### src/verilog/cpwm_map.svh
/*
 Register offsets, field positions and reset values of the
 complementary PWM timer. Assumes inclusion by bare name.
*/
`ifndef CPWM_MAP_SVH
`define CPWM_MAP_SVH
`define OFF_CONTROL 12'h000
`define OFF_PHASE_A_COUNTER 12'h004
`define OFF_PHASE_B_COUNTER 12'h008
`define OFF_HALF_PERIOD_COMPARE 12'h00C
`define OFF_FIRST_DUTY_COMPARE 12'h010
`define OFF_HALF_PERIOD_BUFFER 12'h014
`define OFF_FIRST_DUTY_BUFFER 12'h018
`define OFF_SECOND_DUTY_COMPARE 12'h01C
`define OFF_THIRD_DUTY_COMPARE 12'h020
`define OFF_SECOND_DUTY_BUFFER 12'h024
`define OFF_THIRD_DUTY_BUFFER 12'h028
`define OFF_DEAD_TIME 12'h02C
`define OFF_HALF_CARRIER 12'h030
`define OFF_CARRIER_BUFFER 12'h034
`define OFF_SKIP 12'h038
`define OFF_BUFFER_TRANSFER 12'h03C
`define OFF_CONV_CONTROL 12'h040
`define OFF_CONV_DELAY 12'h044
`define OFF_CONV_DELAY_BUFFER 12'h048
`define OFF_STATUS 12'h04C
`define CTL_RUN_BIT 0
`define CTL_TOGGLE_EN_BIT 1
`define CTL_MODE_LSB 4
`define MODE_COMPLEMENTARY 4'hF
`define SKIP_SET_LSB 0
`define SKIP_CNT_LSB 4
`define BTE_SUPPRESS_BIT 0
`define BTE_LINK_BIT 1
`define CONV_TIMING_LSB 14
`define CONV_TIMING_TROUGH 2'h2
`define CONV_UP_EN_BIT 7
`define CONV_DOWN_EN_BIT 6
`define CONV_LINK_BIT 0
`define STAT_FLAG_BIT 0
`define STAT_DIR_A_BIT 1
`define STAT_DIR_B_BIT 2
`define RESET_CONV_CONTROL 16'h0000
`endif

### src/verilog/cpwm_pkg.sv
/*
 Types of the complementary PWM timer. Assumes cpwm_map.svh alongside.
*/
package cpwm_pkg;
    typedef logic [15:0] word_t;
    typedef enum logic {DIR_UP, DIR_DOWN} dir_e;
    typedef struct packed {
        logic run;
        logic toggle_en;
        logic [3:0] mode;
        word_t cnt_a;
        word_t cnt_b;
        dir_e dir_a;
        dir_e dir_b;
        word_t half_period_compare;
        word_t first_phase_duty_compare;
        word_t half_period_buffer;
        word_t first_phase_duty_buffer;
        word_t second_phase_duty_compare;
        word_t third_phase_duty_compare;
        word_t second_phase_duty_buffer;
        word_t third_phase_duty_buffer;
        word_t hidden_stage_one;
        word_t hidden_stage_two;
        word_t hidden_stage_three;
        word_t dead_time_value;
        word_t half_carrier_cycle;
        word_t carrier_cycle_buffer;
        logic [2:0] skip_setting;
        logic [2:0] skip_counter;
        logic [1:0] buffer_transfer_setting;
        word_t conversion_request_control;
        word_t conversion_delay_compare;
        word_t conversion_delay_buffer;
        logic period_compare_flag;
        logic underflow_interrupt;
        logic converter_start_trigger;
        logic period_toggle_output;
        logic [5:0] pins;
        logic [31:0] prdata;
        logic pready;
    } state_s;
endpackage : cpwm_pkg

### src/verilog/complementary_pwm_adc_trigger.sv
/*
 Three-phase complementary PWM timer with dead time, period toggle output,
 buffered duty compares via hidden stages, interrupt skipping and a delayed
 converter start trigger. Assumes an APB master on pclk and an on-chip
 converter that samples the one-cycle start pulse.
*/
// Chosen here: the APB register port and the register offsets.
`timescale 1ns/1ps
`include "cpwm_map.svh"
module complementary_pwm_adc_trigger
    import cpwm_pkg::*;
(
    input wire logic pclk, // Timer clock, 20 MHz
    input wire logic presetn, // Asynchronous reset, active low
    input wire logic psel, // APB select
    input wire logic penable, // APB access phase
    input wire logic pwrite, // APB write
    input wire logic [11:0] paddr, // APB byte address
    input wire logic [31:0] pwdata, // APB write data
    output logic [31:0] prdata, // APB read data
    output logic pready, // APB ready
    output logic pslverr, // APB error on unmapped address
    output logic converter_start_trigger, // Converter start pulse
    output logic period_interrupt, // Period compare interrupt level
    output logic underflow_interrupt, // Underflow interrupt pulse
    output logic period_toggle_output, // Toggle per PWM period
    output logic phase_u_positive, // Phase U high side
    output logic phase_u_negative, // Phase U low side
    output logic phase_v_positive, // Phase V high side
    output logic phase_v_negative, // Phase V low side
    output logic phase_w_positive, // Phase W high side
    output logic phase_w_negative // Phase W low side
);
    state_s s_reg;
    state_s s_next;
    logic err_reg;
    logic err_next;

    function automatic logic [1:0] phase_drive(input word_t cnt_a,
                                               input word_t cnt_b,
                                               input word_t duty,
                                               input word_t dead);
        logic [1:0] r;
        word_t lo;

        r = 2'b00;
        lo = duty - dead;
        // Positive side on when phase A counter exceeds duty
        if (cnt_a > duty) begin
            r[1] = 1'b1;
        end
        // Negative side on when phase B counter is under duty less dead time
        if (cnt_b < lo && duty > dead) begin
            r[0] = 1'b1;
        end

        if (r == 2'b11) begin
            r = 2'b00;
        end
        return r;
    endfunction : phase_drive

    logic wr_en;
    logic rd_en;
    logic mapped;

    logic crest;
    logic trough;
    logic in_mode;
    logic skip_pass;
    logic xfer_ok;
    logic trig_hit;
    logic turn_a_up;
    logic turn_b_down;
    logic up_ok;
    logic down_ok;
    logic link_ok;

    logic [1:0] pu;
    logic [1:0] pv;
    logic [1:0] pw;
    logic [31:0] rdata;

    // ==========================================================
    // Register bus decode
    always_comb begin
        wr_en = psel && penable && pwrite;
        rd_en = psel && !penable && !pwrite;
        mapped = (paddr <= `OFF_STATUS) && (paddr[1:0] == 2'b00);
        rdata = 32'h00000000;

        unique case (paddr)
            `OFF_CONTROL: rdata = {24'h0, s_reg.mode, 2'b00,
                                   s_reg.toggle_en, s_reg.run};
            `OFF_PHASE_A_COUNTER:
                rdata = {16'h0, s_reg.cnt_a};
            `OFF_PHASE_B_COUNTER:
                rdata = {16'h0, s_reg.cnt_b};
            `OFF_HALF_PERIOD_COMPARE: rdata = {16'h0, s_reg.half_period_compare};
            `OFF_FIRST_DUTY_COMPARE:
                rdata = {16'h0, s_reg.first_phase_duty_compare};
            `OFF_HALF_PERIOD_BUFFER:
                rdata = {16'h0, s_reg.half_period_buffer};
            `OFF_FIRST_DUTY_BUFFER:
                rdata = {16'h0, s_reg.first_phase_duty_buffer};
            `OFF_SECOND_DUTY_COMPARE:
                rdata = {16'h0, s_reg.second_phase_duty_compare};
            `OFF_THIRD_DUTY_COMPARE:
                rdata = {16'h0, s_reg.third_phase_duty_compare};
            `OFF_SECOND_DUTY_BUFFER:
                rdata = {16'h0, s_reg.second_phase_duty_buffer};
            `OFF_THIRD_DUTY_BUFFER:
                rdata = {16'h0, s_reg.third_phase_duty_buffer};
            `OFF_DEAD_TIME: rdata = {16'h0, s_reg.dead_time_value};
            `OFF_HALF_CARRIER: rdata = {16'h0, s_reg.half_carrier_cycle};
            `OFF_CARRIER_BUFFER:
                rdata = {16'h0, s_reg.carrier_cycle_buffer};
            `OFF_SKIP: rdata = {25'h0, s_reg.skip_counter, 1'b0,
                                s_reg.skip_setting};
            `OFF_BUFFER_TRANSFER:
                rdata = {30'h0, s_reg.buffer_transfer_setting};
            `OFF_CONV_CONTROL:
                rdata = {16'h0, s_reg.conversion_request_control};
            `OFF_CONV_DELAY:
                rdata = {16'h0, s_reg.conversion_delay_compare};
            `OFF_CONV_DELAY_BUFFER:
                rdata = {16'h0, s_reg.conversion_delay_buffer};
            `OFF_STATUS: rdata = {29'h0, s_reg.dir_b, s_reg.dir_a,
                                  s_reg.period_compare_flag};
            default: rdata = 32'h00000000;
        endcase
    end

    // ==========================================================
    // Counter turning points and event qualifiers
    always_comb begin
        in_mode = s_reg.run && (s_reg.mode == `MODE_COMPLEMENTARY);
        crest = in_mode && s_reg.dir_a == DIR_UP &&
                s_reg.cnt_a == s_reg.half_period_compare;
        trough = in_mode && s_reg.dir_b == DIR_DOWN &&
                 s_reg.cnt_b == 16'h0000;
        skip_pass = (s_reg.skip_setting == 3'h0) ||
                    (s_reg.skip_counter == s_reg.skip_setting);
        xfer_ok = !s_reg.buffer_transfer_setting[`BTE_SUPPRESS_BIT] &&
                  (!s_reg.buffer_transfer_setting[`BTE_LINK_BIT] ||
                   skip_pass);
        turn_a_up = in_mode && s_reg.dir_a == DIR_DOWN &&
                    s_reg.cnt_a == s_reg.dead_time_value;
        turn_b_down = in_mode && s_reg.dir_b == DIR_UP &&
                      s_reg.cnt_b == s_reg.half_carrier_cycle;

        up_ok = s_reg.dir_b == DIR_UP &&
                s_reg.conversion_request_control[`CONV_UP_EN_BIT];
        down_ok = s_reg.dir_b == DIR_DOWN &&
                  s_reg.conversion_request_control[`CONV_DOWN_EN_BIT];
        link_ok = !s_reg.conversion_request_control[`CONV_LINK_BIT] ||
                  skip_pass;
        trig_hit = in_mode && (up_ok || down_ok) && link_ok &&
                   s_reg.cnt_b == s_reg.conversion_delay_compare;
        pu = phase_drive(s_reg.cnt_a, s_reg.cnt_b,
                         s_reg.first_phase_duty_compare,
                         s_reg.dead_time_value);
        pv = phase_drive(s_reg.cnt_a, s_reg.cnt_b,
                         s_reg.second_phase_duty_compare,
                         s_reg.dead_time_value);
        pw = phase_drive(s_reg.cnt_a, s_reg.cnt_b,
                         s_reg.third_phase_duty_compare,
                         s_reg.dead_time_value);
    end

    // ==========================================================
    // Next state
    always_comb begin
        s_next = s_reg;
        err_next = 1'b0;
        s_next.pready = 1'b0;
        s_next.converter_start_trigger = 1'b0;
        s_next.underflow_interrupt = 1'b0;

        // Read data is captured at setup
        if (rd_en) begin
            s_next.prdata = mapped ? rdata : 32'h00000000;
        end
        if (psel && !penable) begin
            s_next.pready = 1'b1;
        end
        // Error flag follows the access by one cycle
        if (psel && penable) begin
            err_next = !mapped;
        end

        // Counters
        if (in_mode) begin
            if (s_reg.dir_a == DIR_UP) begin
                s_next.cnt_a = s_reg.cnt_a + 16'h0001;
            end else begin
                s_next.cnt_a = s_reg.cnt_a - 16'h0001;
            end
            if (crest) begin
                s_next.dir_a = DIR_DOWN;
                s_next.cnt_a = s_reg.cnt_a - 16'h0001;
            end
            if (turn_a_up) begin
                s_next.dir_a = DIR_UP;
                s_next.cnt_a = s_reg.cnt_a + 16'h0001;
            end
            if (s_reg.dir_b == DIR_UP) begin
                s_next.cnt_b = s_reg.cnt_b + 16'h0001;
            end else begin
                s_next.cnt_b = s_reg.cnt_b - 16'h0001;
            end
            if (turn_b_down) begin
                s_next.dir_b = DIR_DOWN;
                s_next.cnt_b = s_reg.cnt_b - 16'h0001;
            end
            if (trough) begin
                s_next.dir_b = DIR_UP;
                s_next.cnt_b = 16'h0001;
            end
        end

        // Skip counting on crest and trough
        if (crest || trough) begin
            if (skip_pass) begin
                s_next.skip_counter = 3'h0;
            end else begin
                s_next.skip_counter = s_reg.skip_counter + 3'h1;
            end
        end

        // Duty buffers enter the hidden stages at the crest
        if (crest) begin
            if (xfer_ok) begin
                s_next.hidden_stage_one = s_reg.first_phase_duty_buffer;
                s_next.hidden_stage_two = s_reg.second_phase_duty_buffer;
                s_next.hidden_stage_three = s_reg.third_phase_duty_buffer;
            end
            if (s_reg.toggle_en) begin
                s_next.period_toggle_output = !s_reg.period_toggle_output;
            end
        end

        if (trough) begin
            // Stages feed compares at the trough
            s_next.first_phase_duty_compare = s_reg.hidden_stage_one;
            s_next.second_phase_duty_compare = s_reg.hidden_stage_two;
            s_next.third_phase_duty_compare = s_reg.hidden_stage_three;
            s_next.half_period_compare = s_reg.half_period_buffer;
            s_next.half_carrier_cycle = s_reg.carrier_cycle_buffer;
            if (s_reg.conversion_request_control[`CONV_TIMING_LSB +: 2] ==
                `CONV_TIMING_TROUGH) begin
                s_next.conversion_delay_compare =
                    s_reg.conversion_delay_buffer;
            end
            if (skip_pass) begin
                s_next.underflow_interrupt = 1'b1;
            end
        end

        s_next.converter_start_trigger = trig_hit;
        s_next.pins = {pu, pv, pw};

        // Register writes
        if (wr_en) begin
            unique case (paddr)
                `OFF_CONTROL: begin
                    s_next.run = pwdata[`CTL_RUN_BIT];
                    s_next.toggle_en = pwdata[`CTL_TOGGLE_EN_BIT];
                    s_next.mode = pwdata[`CTL_MODE_LSB +: 4];
                end
                `OFF_PHASE_A_COUNTER:
                    s_next.cnt_a = pwdata[15:0];
                `OFF_PHASE_B_COUNTER:
                    s_next.cnt_b = pwdata[15:0];
                `OFF_HALF_PERIOD_COMPARE:
                    s_next.half_period_compare = pwdata[15:0];
                `OFF_FIRST_DUTY_COMPARE:
                    s_next.first_phase_duty_compare = pwdata[15:0];
                `OFF_HALF_PERIOD_BUFFER:
                    s_next.half_period_buffer = pwdata[15:0];
                `OFF_FIRST_DUTY_BUFFER:
                    s_next.first_phase_duty_buffer = pwdata[15:0];
                `OFF_SECOND_DUTY_COMPARE:
                    s_next.second_phase_duty_compare = pwdata[15:0];
                `OFF_THIRD_DUTY_COMPARE:
                    s_next.third_phase_duty_compare = pwdata[15:0];
                `OFF_SECOND_DUTY_BUFFER:
                    s_next.second_phase_duty_buffer = pwdata[15:0];
                `OFF_THIRD_DUTY_BUFFER:
                    s_next.third_phase_duty_buffer = pwdata[15:0];
                `OFF_DEAD_TIME:
                    s_next.dead_time_value = pwdata[15:0];
                `OFF_HALF_CARRIER:
                    s_next.half_carrier_cycle = pwdata[15:0];
                `OFF_CARRIER_BUFFER:
                    s_next.carrier_cycle_buffer = pwdata[15:0];
                `OFF_SKIP:
                    s_next.skip_setting = pwdata[`SKIP_SET_LSB +: 3];
                `OFF_BUFFER_TRANSFER:
                    s_next.buffer_transfer_setting = pwdata[1:0];
                `OFF_CONV_CONTROL:
                    s_next.conversion_request_control = pwdata[15:0];
                `OFF_CONV_DELAY:
                    s_next.conversion_delay_compare = pwdata[15:0];
                `OFF_CONV_DELAY_BUFFER:
                    s_next.conversion_delay_buffer = pwdata[15:0];
                `OFF_STATUS: begin
                    if (pwdata[`STAT_FLAG_BIT]) begin
                        s_next.period_compare_flag = 1'b0;
                    end
                end
                default: s_next.run = s_reg.run;
            endcase
        end

        // Set wins over a clear in the same cycle
        if (crest && skip_pass) begin
            s_next.period_compare_flag = 1'b1;
        end
    end

    // ==========================================================
    // State registers
    always_ff @(posedge pclk or negedge presetn) begin
        if (!presetn) begin
            s_reg <= '0;
            err_reg <= 1'b0;
        end else begin
            s_reg <= s_next;
            err_reg <= err_next;
        end
    end

    // ==========================================================
    // Output ports
    assign prdata = s_reg.prdata;
    assign pready = s_reg.pready;
    assign pslverr = err_reg;
    assign converter_start_trigger = s_reg.converter_start_trigger;
    assign period_interrupt = s_reg.period_compare_flag;
    assign underflow_interrupt = s_reg.underflow_interrupt;
    assign period_toggle_output = s_reg.period_toggle_output;
    assign phase_u_positive = s_reg.pins[5];
    assign phase_u_negative = s_reg.pins[4];
    assign phase_v_positive = s_reg.pins[3];
    assign phase_v_negative = s_reg.pins[2];
    assign phase_w_positive = s_reg.pins[1];
    assign phase_w_negative = s_reg.pins[0];
endmodule : complementary_pwm_adc_trigger

### config.mk
export PLATFORM = sky130hd
export DESIGN_NAME = complementary_pwm_adc_trigger
export DESIGN_NICKNAME = d
export VERILOG_FILES = /design/src/verilog/cpwm_pkg.sv /design/src/verilog/complementary_pwm_adc_trigger.sv
export VERILOG_INCLUDE_DIRS = /design/src /design/src/verilog
export SDC_FILE = /design/constraint.sdc
export NUM_CORES = 1
export LEC_CHECK = 0
export BUFFER_PORTS_ARGS = -buffer_cell sky130_fd_sc_hd__buf_2
export CAP_MARGIN = 40
export CORE_MARGIN = 4
export CORE_UTILIZATION = 45
export DETAILED_ROUTE_END_ITERATION = 6
export GPL_TIMING_DRIVEN = 0
export HOLD_SLACK_MARGIN = 0.06
export PLACE_DENSITY_LB_ADDON = 0.15
export RECOVER_POWER = 100
export SLEW_MARGIN = 30
export SYNTH_ARGS = -nofsm -noshare
export SYNTH_HDL_FRONTEND = slang
export SYNTH_SLANG_ARGS = --single-unit
export TNS_END_PERCENT = 100
### constraint.sdc
create_clock -name pclk -period 9.49 [get_ports pclk]
set_clock_uncertainty 0.1 [all_clocks]
set_input_delay 0.4745 -clock pclk [delete_from_list [all_inputs] [get_ports pclk]]
set_output_delay 0.4745 -clock pclk [all_outputs]
set_load 0.01 [all_outputs]
# After elaboration in Yosys (flattened, before gate mapping)
# Cells that the tools add are included.
# op_classes
bitwise_logic,2
add_sub_neg,8
eq_ne,29
order_cmp,10
muxes,54
n_reduce_logical,61
# ops
op,n
2-to-1 mux 16 bit,23
one-hot mux 16 bit (20 select lines),1
2-to-1 mux 128 bit,1
2-to-1 mux 32 bit,4
"equality test 12 x 6 -> 1 bit, second input constant",8
> comparator 16 bit,6
equality test 16 bit,4
"equality test 12 x 5 -> 1 bit, second input constant",4
"equality test 12 x 7 -> 1 bit, second input constant",4
less-than comparator 16 bit,3
subtractor 16 bit,3
2-to-1 mux 35 bit,1
2-to-1 mux 34 bit,1
2-to-1 mux 33 bit,1
"adder 16 x 1 -> 16 bit, second input constant",2
"subtractor 16 x 1 -> 16 bit, second input constant",2
AND reduction 2 bit,15
"equality test 12 x 4 -> 1 bit, second input constant",2
logical AND 1 bit,24
2-to-1 mux 1 bit,17
logical NOT 16 bit,1
"equality test 12 x 3 -> 1 bit, second input constant",1
"<= comparator 12 x 7 -> 1 bit, second input constant",1
logical NOT 12 bit,1
other kinds (13),34
# word_totals
word_cells,199
regBits,364
out_inout_bits,44
in_bits,49

# Longest topological paths before layout
# Gate-level depths: netlist (run 1).
# depth
depth_word,9
ltp_mapped,19
ltp_nobuf,19

# Worst setup path after synthesis (run 1)
# OpenSTA, ideal clock, no wires.
# synth_timing
kind,reg-to-reg
startpoint,reg s_reg[131] (netlist bit)
endpoint,reg s_reg (netlist bit phase_u_negative)
required_time_ns,9.324
path_stages_with_launch,18
period_less_slack_ns,3.809
slack_ns,5.681
n_path_buf,0
t_arrival_ns,3.643
setup_ns,0.066
path_cell_list,dfrtp_1 -> ha_1 -> inv_1 -> fa_1 -> a21o_1 -> a21oi_1 -> o21ai_0 -> a311oi_1 -> o21ai_0 -> a21o_1 -> a21oi_1 -> xor2_1 -> ha_1 -> and4_1 -> a21oi_1 -> nand3_1 -> a311oi_1 -> and2_1
# synth_between
elab_chain_len,6
elab_cells_between_ends,7
classes_between,1 x add/sub; 2 x order compare; 1 x eq/ne; 2 x mux; 1 x reduce/logical
# synth_rtl
item,line,source
"start, declared",complementary_pwm_adc_trigger.sv:34,state_s s_reg;
"start signal, assigned",complementary_pwm_adc_trigger.sv:329,s_reg <= s_next;
subtractor 16 bit,complementary_pwm_adc_trigger.sv:47,lo = duty - dead;
less-than comparator 16 bit,complementary_pwm_adc_trigger.sv:53,if (cnt_b < lo && duty > dead) begin
logical AND 1 bit (*),complementary_pwm_adc_trigger.sv:53,
2-to-1 mux 1 bit (*),complementary_pwm_adc_trigger.sv:53,
equality test 2 bit,complementary_pwm_adc_trigger.sv:57,if (r == 2'b11) begin
2-to-1 mux 2 bit (*),complementary_pwm_adc_trigger.sv:57,
named net pu[0],complementary_pwm_adc_trigger.sv:79,logic [1:0] pu;
# The timed path passes the listed nets; every way through them passes the cells marked *.
# A chain may end at the register's enable or synchronous reset.

==> metrics.txt, run 1 <==
global-route usage over all layers 0.337; filler cell count in the final layout 4626; CTS tree yes; transition time of the tightest slew-check pin 3460 ps; Power, Total 0.00341 W; wire length of the first global-routing pass 133 mm; run status complete, but fails checks; horizontal extent of the die 231 µm; CP Launch Type input port; maximum VDD drop 0.151 mV; count of buffers added by post-CTS timing repair for setup 0; highest achievable clock rate 0.169 GHz; kind of capture point of the worst setup path async pin; distinct cell type count of the synthesized netlist 74; number of remaining DRC errors 0; final wirelength 91.4 mm; worst-skew pair later-pin latency 600 ps; arrival time worst endpoint 5730 ps; clock edge transition at the registers on the reported setup and hold paths 60 ps; category of cells accounting for the largest share of critical-path delay buffers and inverters; die area 53500 µm²; Wirelength per Cell 29.3 µm; buffer cell driving the clock tree root sky130_fd_sc_hd__clkbuf_16; post-detailed-placement half-perimeter wirelength 72.0 mm; tightest slew margin relative to the limit -1.31; leakage dissipation 11.2 nW; post-route ant nets 0; nets@finish 2613; mean area per synthesized cell 9.81 µm²; Power Dens Cells 137 nW/µm²; largest cells by area after synthesis sky130_fd_sc_hd__dfrtp_1, sky130_fd_sc_hd__ha_1, sky130_fd_sc_hd__mux2_2, sky130_fd_sc_hd__mux2i_1, sky130_fd_sc_hd__nand2_1; reported max-cap violation count 3; crit path buf inv count 3; number of buffers added by the clock tree synthesis step 41; leading area contributor after synthesis sky130_fd_sc_hd__dfrtp_1; share of the cycle needed by the critical path after routing 0.625; vias after detailed routing 19491; grt ovf 0; TritonCTS sink count 348; kind of critical path input port to async pin; most repeated library cell on the critical path sky130_fd_sc_hd__clkbuf_1; post-DR vias/cell 6.26; number of global-route vias before repair 19218; area of the core 49200 µm²; fraction of final layout cells with drive strength greater than 1 0.127; minimum clock period after layout 5930 ps; flip-flop cell with the highest count after synthesis sky130_fd_sc_hd__dfrtp_1; Cell Area, Synth 22400 µm²; cell breakdown of the critical path dlygate4sd3_1 > clkbuf_1 > clkbuf_1; maximum buffer depth of the clock tree 3; total of buffers placed on input and output ports 58; unrepaired setup endpoints after global routing no; Synth Instances 2287; initial antenna violation count 2; Req. time, crit path 9290 ps; largest fanout of any net on the critical path 60; number of hold violations in the final report 0; global placement routability congestion 1.05; Yosys Warn Count 0; number of design-rule violations left by the first detailed-router iteration 2096; 1st-pass router iterations 7; number of synthesized flops with an enable pin 0; number of flip-flops in the largest register 320; worst stage delay on the critical path 2560 ps; number of synthesized register bits 348; fin. max-slew vios 118; maximum number of pins on one net before global-route repair 84; Cell Rows 81; Initial Util 0.457; path category of the worst min-delay check input port to register; portion of the post-synthesis area used by sequential elements 0.388; die height 231 µm; Setup TNS Final 0 ps; share of synthesized registers carrying an async set or reset 1.00; top cell type's share of synthesized area 0.388; crit path max-delay cell type sky130_fd_sc_hd__clkbuf_1; violated checks capacitance limit, slew limit; I/O pin count 93; final number of setup-violating endpoints 0; CTS H-Tree Depth 2; growth of design area from synthesis to finish 11.4%
## report_power, final
group | total (W) | internal [W] | switching (W)
combinational | 0.000183 | 0.0000615 | 0.000122
sequential | 0.00150 | 0.00149 | 0.00000886
clock | 0.00173 | 0.00103 | 0.000699
## final timing paths
path                                 startpoint  cells after the start  slack [ps]              endpoint
setup / recovery                        presetn                      3        3560            s_reg[247]
hold / removal                       pwdata[12]                      2         100            s_reg[207]
setup reg to reg                     s_reg[131]                     17        4590      phase_u_negative
hold reg to reg            period_toggle_output                      1         370  period_toggle_output
max in group pclk                    s_reg[131]                     17        4590      phase_u_negative
min in group asynchronous               presetn                      2        1300      phase_u_positive
## timing repair
item                      in CTS  in global routing
hold endpoints to repair      49                  0
hold buffers                   3                  0
gates resized for setup        0                  0
## routing by layer
metal  part of all wire  GRT usage
met2               0.45      0.540
met1               0.41      0.445
met5            0.00023          0
met4              0.058      0.154
met3              0.077     0.0616
## stage by stage
stage	worst slack, ps	cell area, µm²	hold WS [ps]	std cells	util
6_report	3560	25000	96.3	3113	0.509
5_1_grt	2410	25000	105	3112	0.509
4_1_cts	4550	25200	92.2	3110	0.514
3_5_place_dp	4550	23800	314	3031	0.484
3_3_place_gp	889	23600	360	3024	0.480
2_1_floorplan	5680	22500	78.9	2302	-
## Yosys cell counts, types with 27 or more instances
cell type,number
sky130_fd_sc_hd__dfrtp_1,348
sky130_fd_sc_hd__nand2_1,168
sky130_fd_sc_hd__ha_1,146
sky130_fd_sc_hd__mux2_2,141
sky130_fd_sc_hd__nor2_1,127
sky130_fd_sc_hd__mux2i_1,121
sky130_fd_sc_hd__a21oi_1,117
sky130_fd_sc_hd__o21ai_0,112
sky130_fd_sc_hd__inv_1,94
sky130_fd_sc_hd__clkbuf_1,80
sky130_fd_sc_hd__a22oi_1,73
sky130_fd_sc_hd__nand3_1,65
sky130_fd_sc_hd__xnor2_1,63
sky130_fd_sc_hd__nand4_1,60
sky130_fd_sc_hd__a21o_1,46
sky130_fd_sc_hd__xor2_1,46
sky130_fd_sc_hd__buf_4,44
sky130_fd_sc_hd__buf_2,39
sky130_fd_sc_hd__nor3_1,33
sky130_fd_sc_hd__mux2_1,27
## cell type report
cell class | count | area, µm² | area share
Sequential cell | 348 | 8710 | 0.348
Clock inverter | 19 | 282 | 0.0113
Timing Repair Buffer | 70 | 400 | 0.0160
Multi-Input combinational cell | 1688 | 12400 | 0.498
Tap cell | 664 | 831 | 0.0332
Inverter | 94 | 353 | 0.0141
Clock buffer | 57 | 1170 | 0.0466
Buffer | 172 | 812 | 0.0325
Antenna cell | 1 | 2.50 | 0.000100
## logic make-up after synthesis
logic type,count (synthesis),share of synthesized area
AOI/OAI and AO/OA,521,0.152
xor gates and xnor gates,109,0.0425
adders and majority gates,149,0.0841
buffers and inverters,266,0.0564
DFF,348,0.388
muxes,299,0.145
other,1,0.000167
and+or+nand+nor,594,0.132
## cells in the final DEF (no fill, tap or decap), drive strengths merged, types with 6 or more instances in the layout
master and instances:
xor2 46, o21bai 8, nor3 36, a31oi 16, a21oi 117, a221oi 25
conb 16, a22oi 73, mux2 178, mux2i 121, nor4 24, and2 12
nand2 172, xnor2 63, a21o 46, dfrtp 348, o21ai 128, ha 146
bufinv 6, and3 15, nor2b 18, nand3 65, or4 12, clkbuf 205
o22a 13, nand2b 11, a222oi 7, or3 16, clkinv 10, o21a 22
nand4 60, nor2 133, buf 91, inv 96, a22o 15, and4 11
(Power assumes the default switching activity.)
==> run 2, diff against run 1 <==
Settings changed: ABC_AREA set to 1.
Clock period 9.49 ns to 5.3 ns, I/O delays scaled along.
==> run 2 against run 1 <==
Compared with the run above: the run still ends with capacitance limit, slew limit left; first-iteration DRC count grew 73%; sequential share of layout area is 2.0 points lower; worst setup slack worse by 2800 ps; design area is 6.1% higher; synthesized cell count increased by 43%; non-clock buffer count increased by 3; global-route usage rose by 6.9 points; area after synthesis grew 5.7%; die area increased by 5.5%; critical path type is now register to register.
==> metrics.txt, run 2 <==
post-DR vias/cell 6.03; Wirelength per Cell 28.5 µm; worst stage delay on the critical path 740 ps; tightest slew margin relative to the limit -1.29; Power Dens Cells 228 nW/µm²; wire length of the first global-routing pass 166 mm; worst-skew pair later-pin latency 600 ps; horizontal extent of the die 238 µm; most common cell in the synthesized netlist sky130_fd_sc_hd__nand2_1; hold path startpoint paddr[7]; top cell type's share of synthesized area 0.367; number of buffers added by the clock tree synthesis step 43; fraction of power spent switching nets 0.246; fraction of final layout cells with drive strength greater than 1 0.0661; share of the cycle needed by the critical path after routing 0.853; arrival time worst endpoint 4870 ps; maximum number of pins on one net before global-route repair 81; depth of the critical timing path with buffers and inverters included 12; placed cells 4028; xor-xnor portion of the synthesized cell area 0.0439; path category of the worst min-delay check input port to register; number of remaining DRC errors 0; count of non-filler cells in the finished layout 4118; most common cell after layout, fill and taps aside sky130_fd_sc_hd__nand2_1; sequential group share of total power 0.442; clock edge transition at the registers on the reported setup and hold paths 60 ps; fin. max-slew vios 141; worst setup path endpoint s_reg[124]; CTS tree yes; highest-utilization routing layer at the global route stage met2; largest cells by area after synthesis sky130_fd_sc_hd__dfrtp_1, sky130_fd_sc_hd__nand2_1, sky130_fd_sc_hd__ha_1, sky130_fd_sc_hd__o21ai_0, sky130_fd_sc_hd__inv_1; count of buffers added by post-CTS timing repair for setup 0; growth of design area from synthesis to finish 11.8%; I/O pin count 93; highest-count cells in the layout ignoring fill and taps sky130_fd_sc_hd__nand2_1, sky130_fd_sc_hd__o21ai_0, sky130_fd_sc_hd__inv_1; area of the core 51700 µm²; internal portion of total power 0.00455 W; reported max-cap violation count 3; number of synthesized flops with an enable pin 0; commonest cells in the netlist sky130_fd_sc_hd__nand2_1, sky130_fd_sc_hd__inv_1, sky130_fd_sc_hd__dfrtp_1; global-route track usage on met1 0.537; transition time of the tightest slew-check pin 3440 ps; Req. time, crit path 5650 ps; post-layout util 0.513; Synth Instances 3261; number of synthesized register bits 348; vias after detailed routing 24842; portion of the post-synthesis area used by sequential elements 0.367; 1st-pass router iterations 6; relative contribution of the clock network to total power 0.514; start point of the critical path s_reg[326]; Layout Cell Area excl Fill 26500 µm²; Final Hold Slack 84.8 ps; grt ovf 0; CTS H-Tree Depth 2; maximum VDD drop 0.309 mV; post-detailed-placement half-perimeter wirelength 90.8 mm; number of global-route vias before repair 23150; met3 track demand over resource 0.115; leakage dissipation 12.5 nW; initial antenna violation count 5; share of power burned in combinational logic 0.044; number of hold violations in the final report 0; final number of setup-violating endpoints 0; global-route usage over all layers 0.406; kind of capture point of the worst setup path register; violated checks capacitance limit, slew limit; Power, Total 0.00603 W; leading area contributor after synthesis sky130_fd_sc_hd__dfrtp_1; crit path max-delay cell type sky130_fd_sc_hd__clkbuf_1; Synth Area in Compound Gates 0.170; Register-to-Register Path Depth 12; kind of critical path register to register; destination of the worst register-to-register timing path s_reg[124]; basic-gate share of the synthesized area counting and, or, nand and nor cells 0.237; minimum clock period after layout 4520 ps; startpoint of the worst-slack reg-to-reg timing path s_reg[326]; highest achievable clock rate 0.221 GHz; Register-to-Register Setup Slack 780 ps; CP Launch Type register; largest fanout of any net on the critical path 10; Synth Area in Adders 0.0795; post-route ant nets 0; Placement Cell Area 25200 µm²; Yosys Warn Count 0; share of synthesized registers carrying an async set or reset 1.00; mean area per synthesized cell 7.28 µm²; category of cells accounting for the largest share of critical-path delay buffers and inverters; TritonCTS sink count 348; met2 routing resource usage after global routing 0.594; total of buffers placed on input and output ports 60; number of flip-flops in the largest register 320; final wirelength 117 mm; Cell Rows 83; global placement routability congestion 1.06; die height 238 µm; cell breakdown of the critical path inv_1 > ha_1 > nand2_1 > nor3_1 > nand2_1 > nor3b_1 > buf_4 > clkbuf_1 > clkbuf_1 > o211ai_1 > o21ai_0 > inv_1; maximum buffer depth of the clock tree 3; number of design-rule violations left by the first detailed-router iteration 3620; nets@finish 3599; run status complete, but fails checks; largest family of logic cells by synthesized area simple AND/OR/NAND/NOR gates; buffer cell driving the clock tree root sky130_fd_sc_hd__clkbuf_16; flip-flop cell with the highest count after synthesis sky130_fd_sc_hd__dfrtp_1; crit path buf inv count 5; unrepaired setup endpoints after global routing no; Initial Util 0.459; die area 56500 µm²; net switching power 0.00149 W; distinct cell type count of the synthesized netlist 51; share of synthesized area spent on multiplexers 0.000422; filler cell count in the final layout 5156; Cell Area, Synth 23700 µm²
## run 2: logic make-up (layout without fill, tap and decap cells)
family / count (synthesis) / after routing
xor+xnor: 119 / 119
simple gates: 1350 / 1350
compound gates: 721 / 721
fa+ha+maj: 149 / 149
flops: 348 / 348
other cells: 1 / 20
mux: 1 / 1
buf+inv: 572 / 730
## run 2: worst min-delay path: stages
cell and delay [ps]:
sky130_fd_sc_hd__buf_2 110, sky130_fd_sc_hd__inv_1 40, sky130_fd_sc_hd__o2111ai_1 130, sky130_fd_sc_hd__and3_1 170
## run 2: power by group through the flow
stage	registers (W)	logic (W)	clock network, W
floorplan	0.00272	0.0000691	0
global placement	0.00272	0.000238	0
detailed placement	0.00272	0.000259	0
CTS	0.00267	0.000265	0.00311
global route	0.00267	0.000279	0.00322
finish	0.00267	0.000267	0.00310
## run 2: area by class of cell
type,count,area [µm²],area share
diodes,4,10.0,0.000378
clock buffers,58,1230,0.0466
well taps,680,851,0.0321
multi-input cells,2356,12600,0.476
clock inverters,20,218,0.00821
flip-flops and latches,348,8710,0.328
inverters,407,1530,0.0577
plain buffers,165,822,0.0310
repair buffers,80,517,0.0195
## run 2: through the flow
stage,worst slack [ps],TNS (ps)
global route,620,0
floorplan,2310,0
detailed placement,1500,0
finish,778,0
CTS,1480,0
global placement,-3090,-1051610
## run 2: routing by layer
layer,share of wire,vias to the layer above
li1,-,11033
met1,0.39,11852
met2,0.41,1614
met3,0.12,341
met4,0.075,2
met5,0.00011,-
## run 2: what timing repair did
| action | CTS | global route |
|---|---|---|
| hold buffers | 8 | 0 |
| hold endpoints to repair | 91 | 0 |
| resized for setup | 0 | 0 |
## run 2: worst min-delay path by stage
stage,endpoint,slack (ps),cells after the start
5_1_grt,s_reg[352],110,3
4_1_cts,pslverr,70,4
6_report,pslverr,80,4
2_1_floorplan,converter_start_trigger,-130,0
3_3_place_gp,period_toggle_output,360,1
3_5_place_dp,s_reg[332],160,1
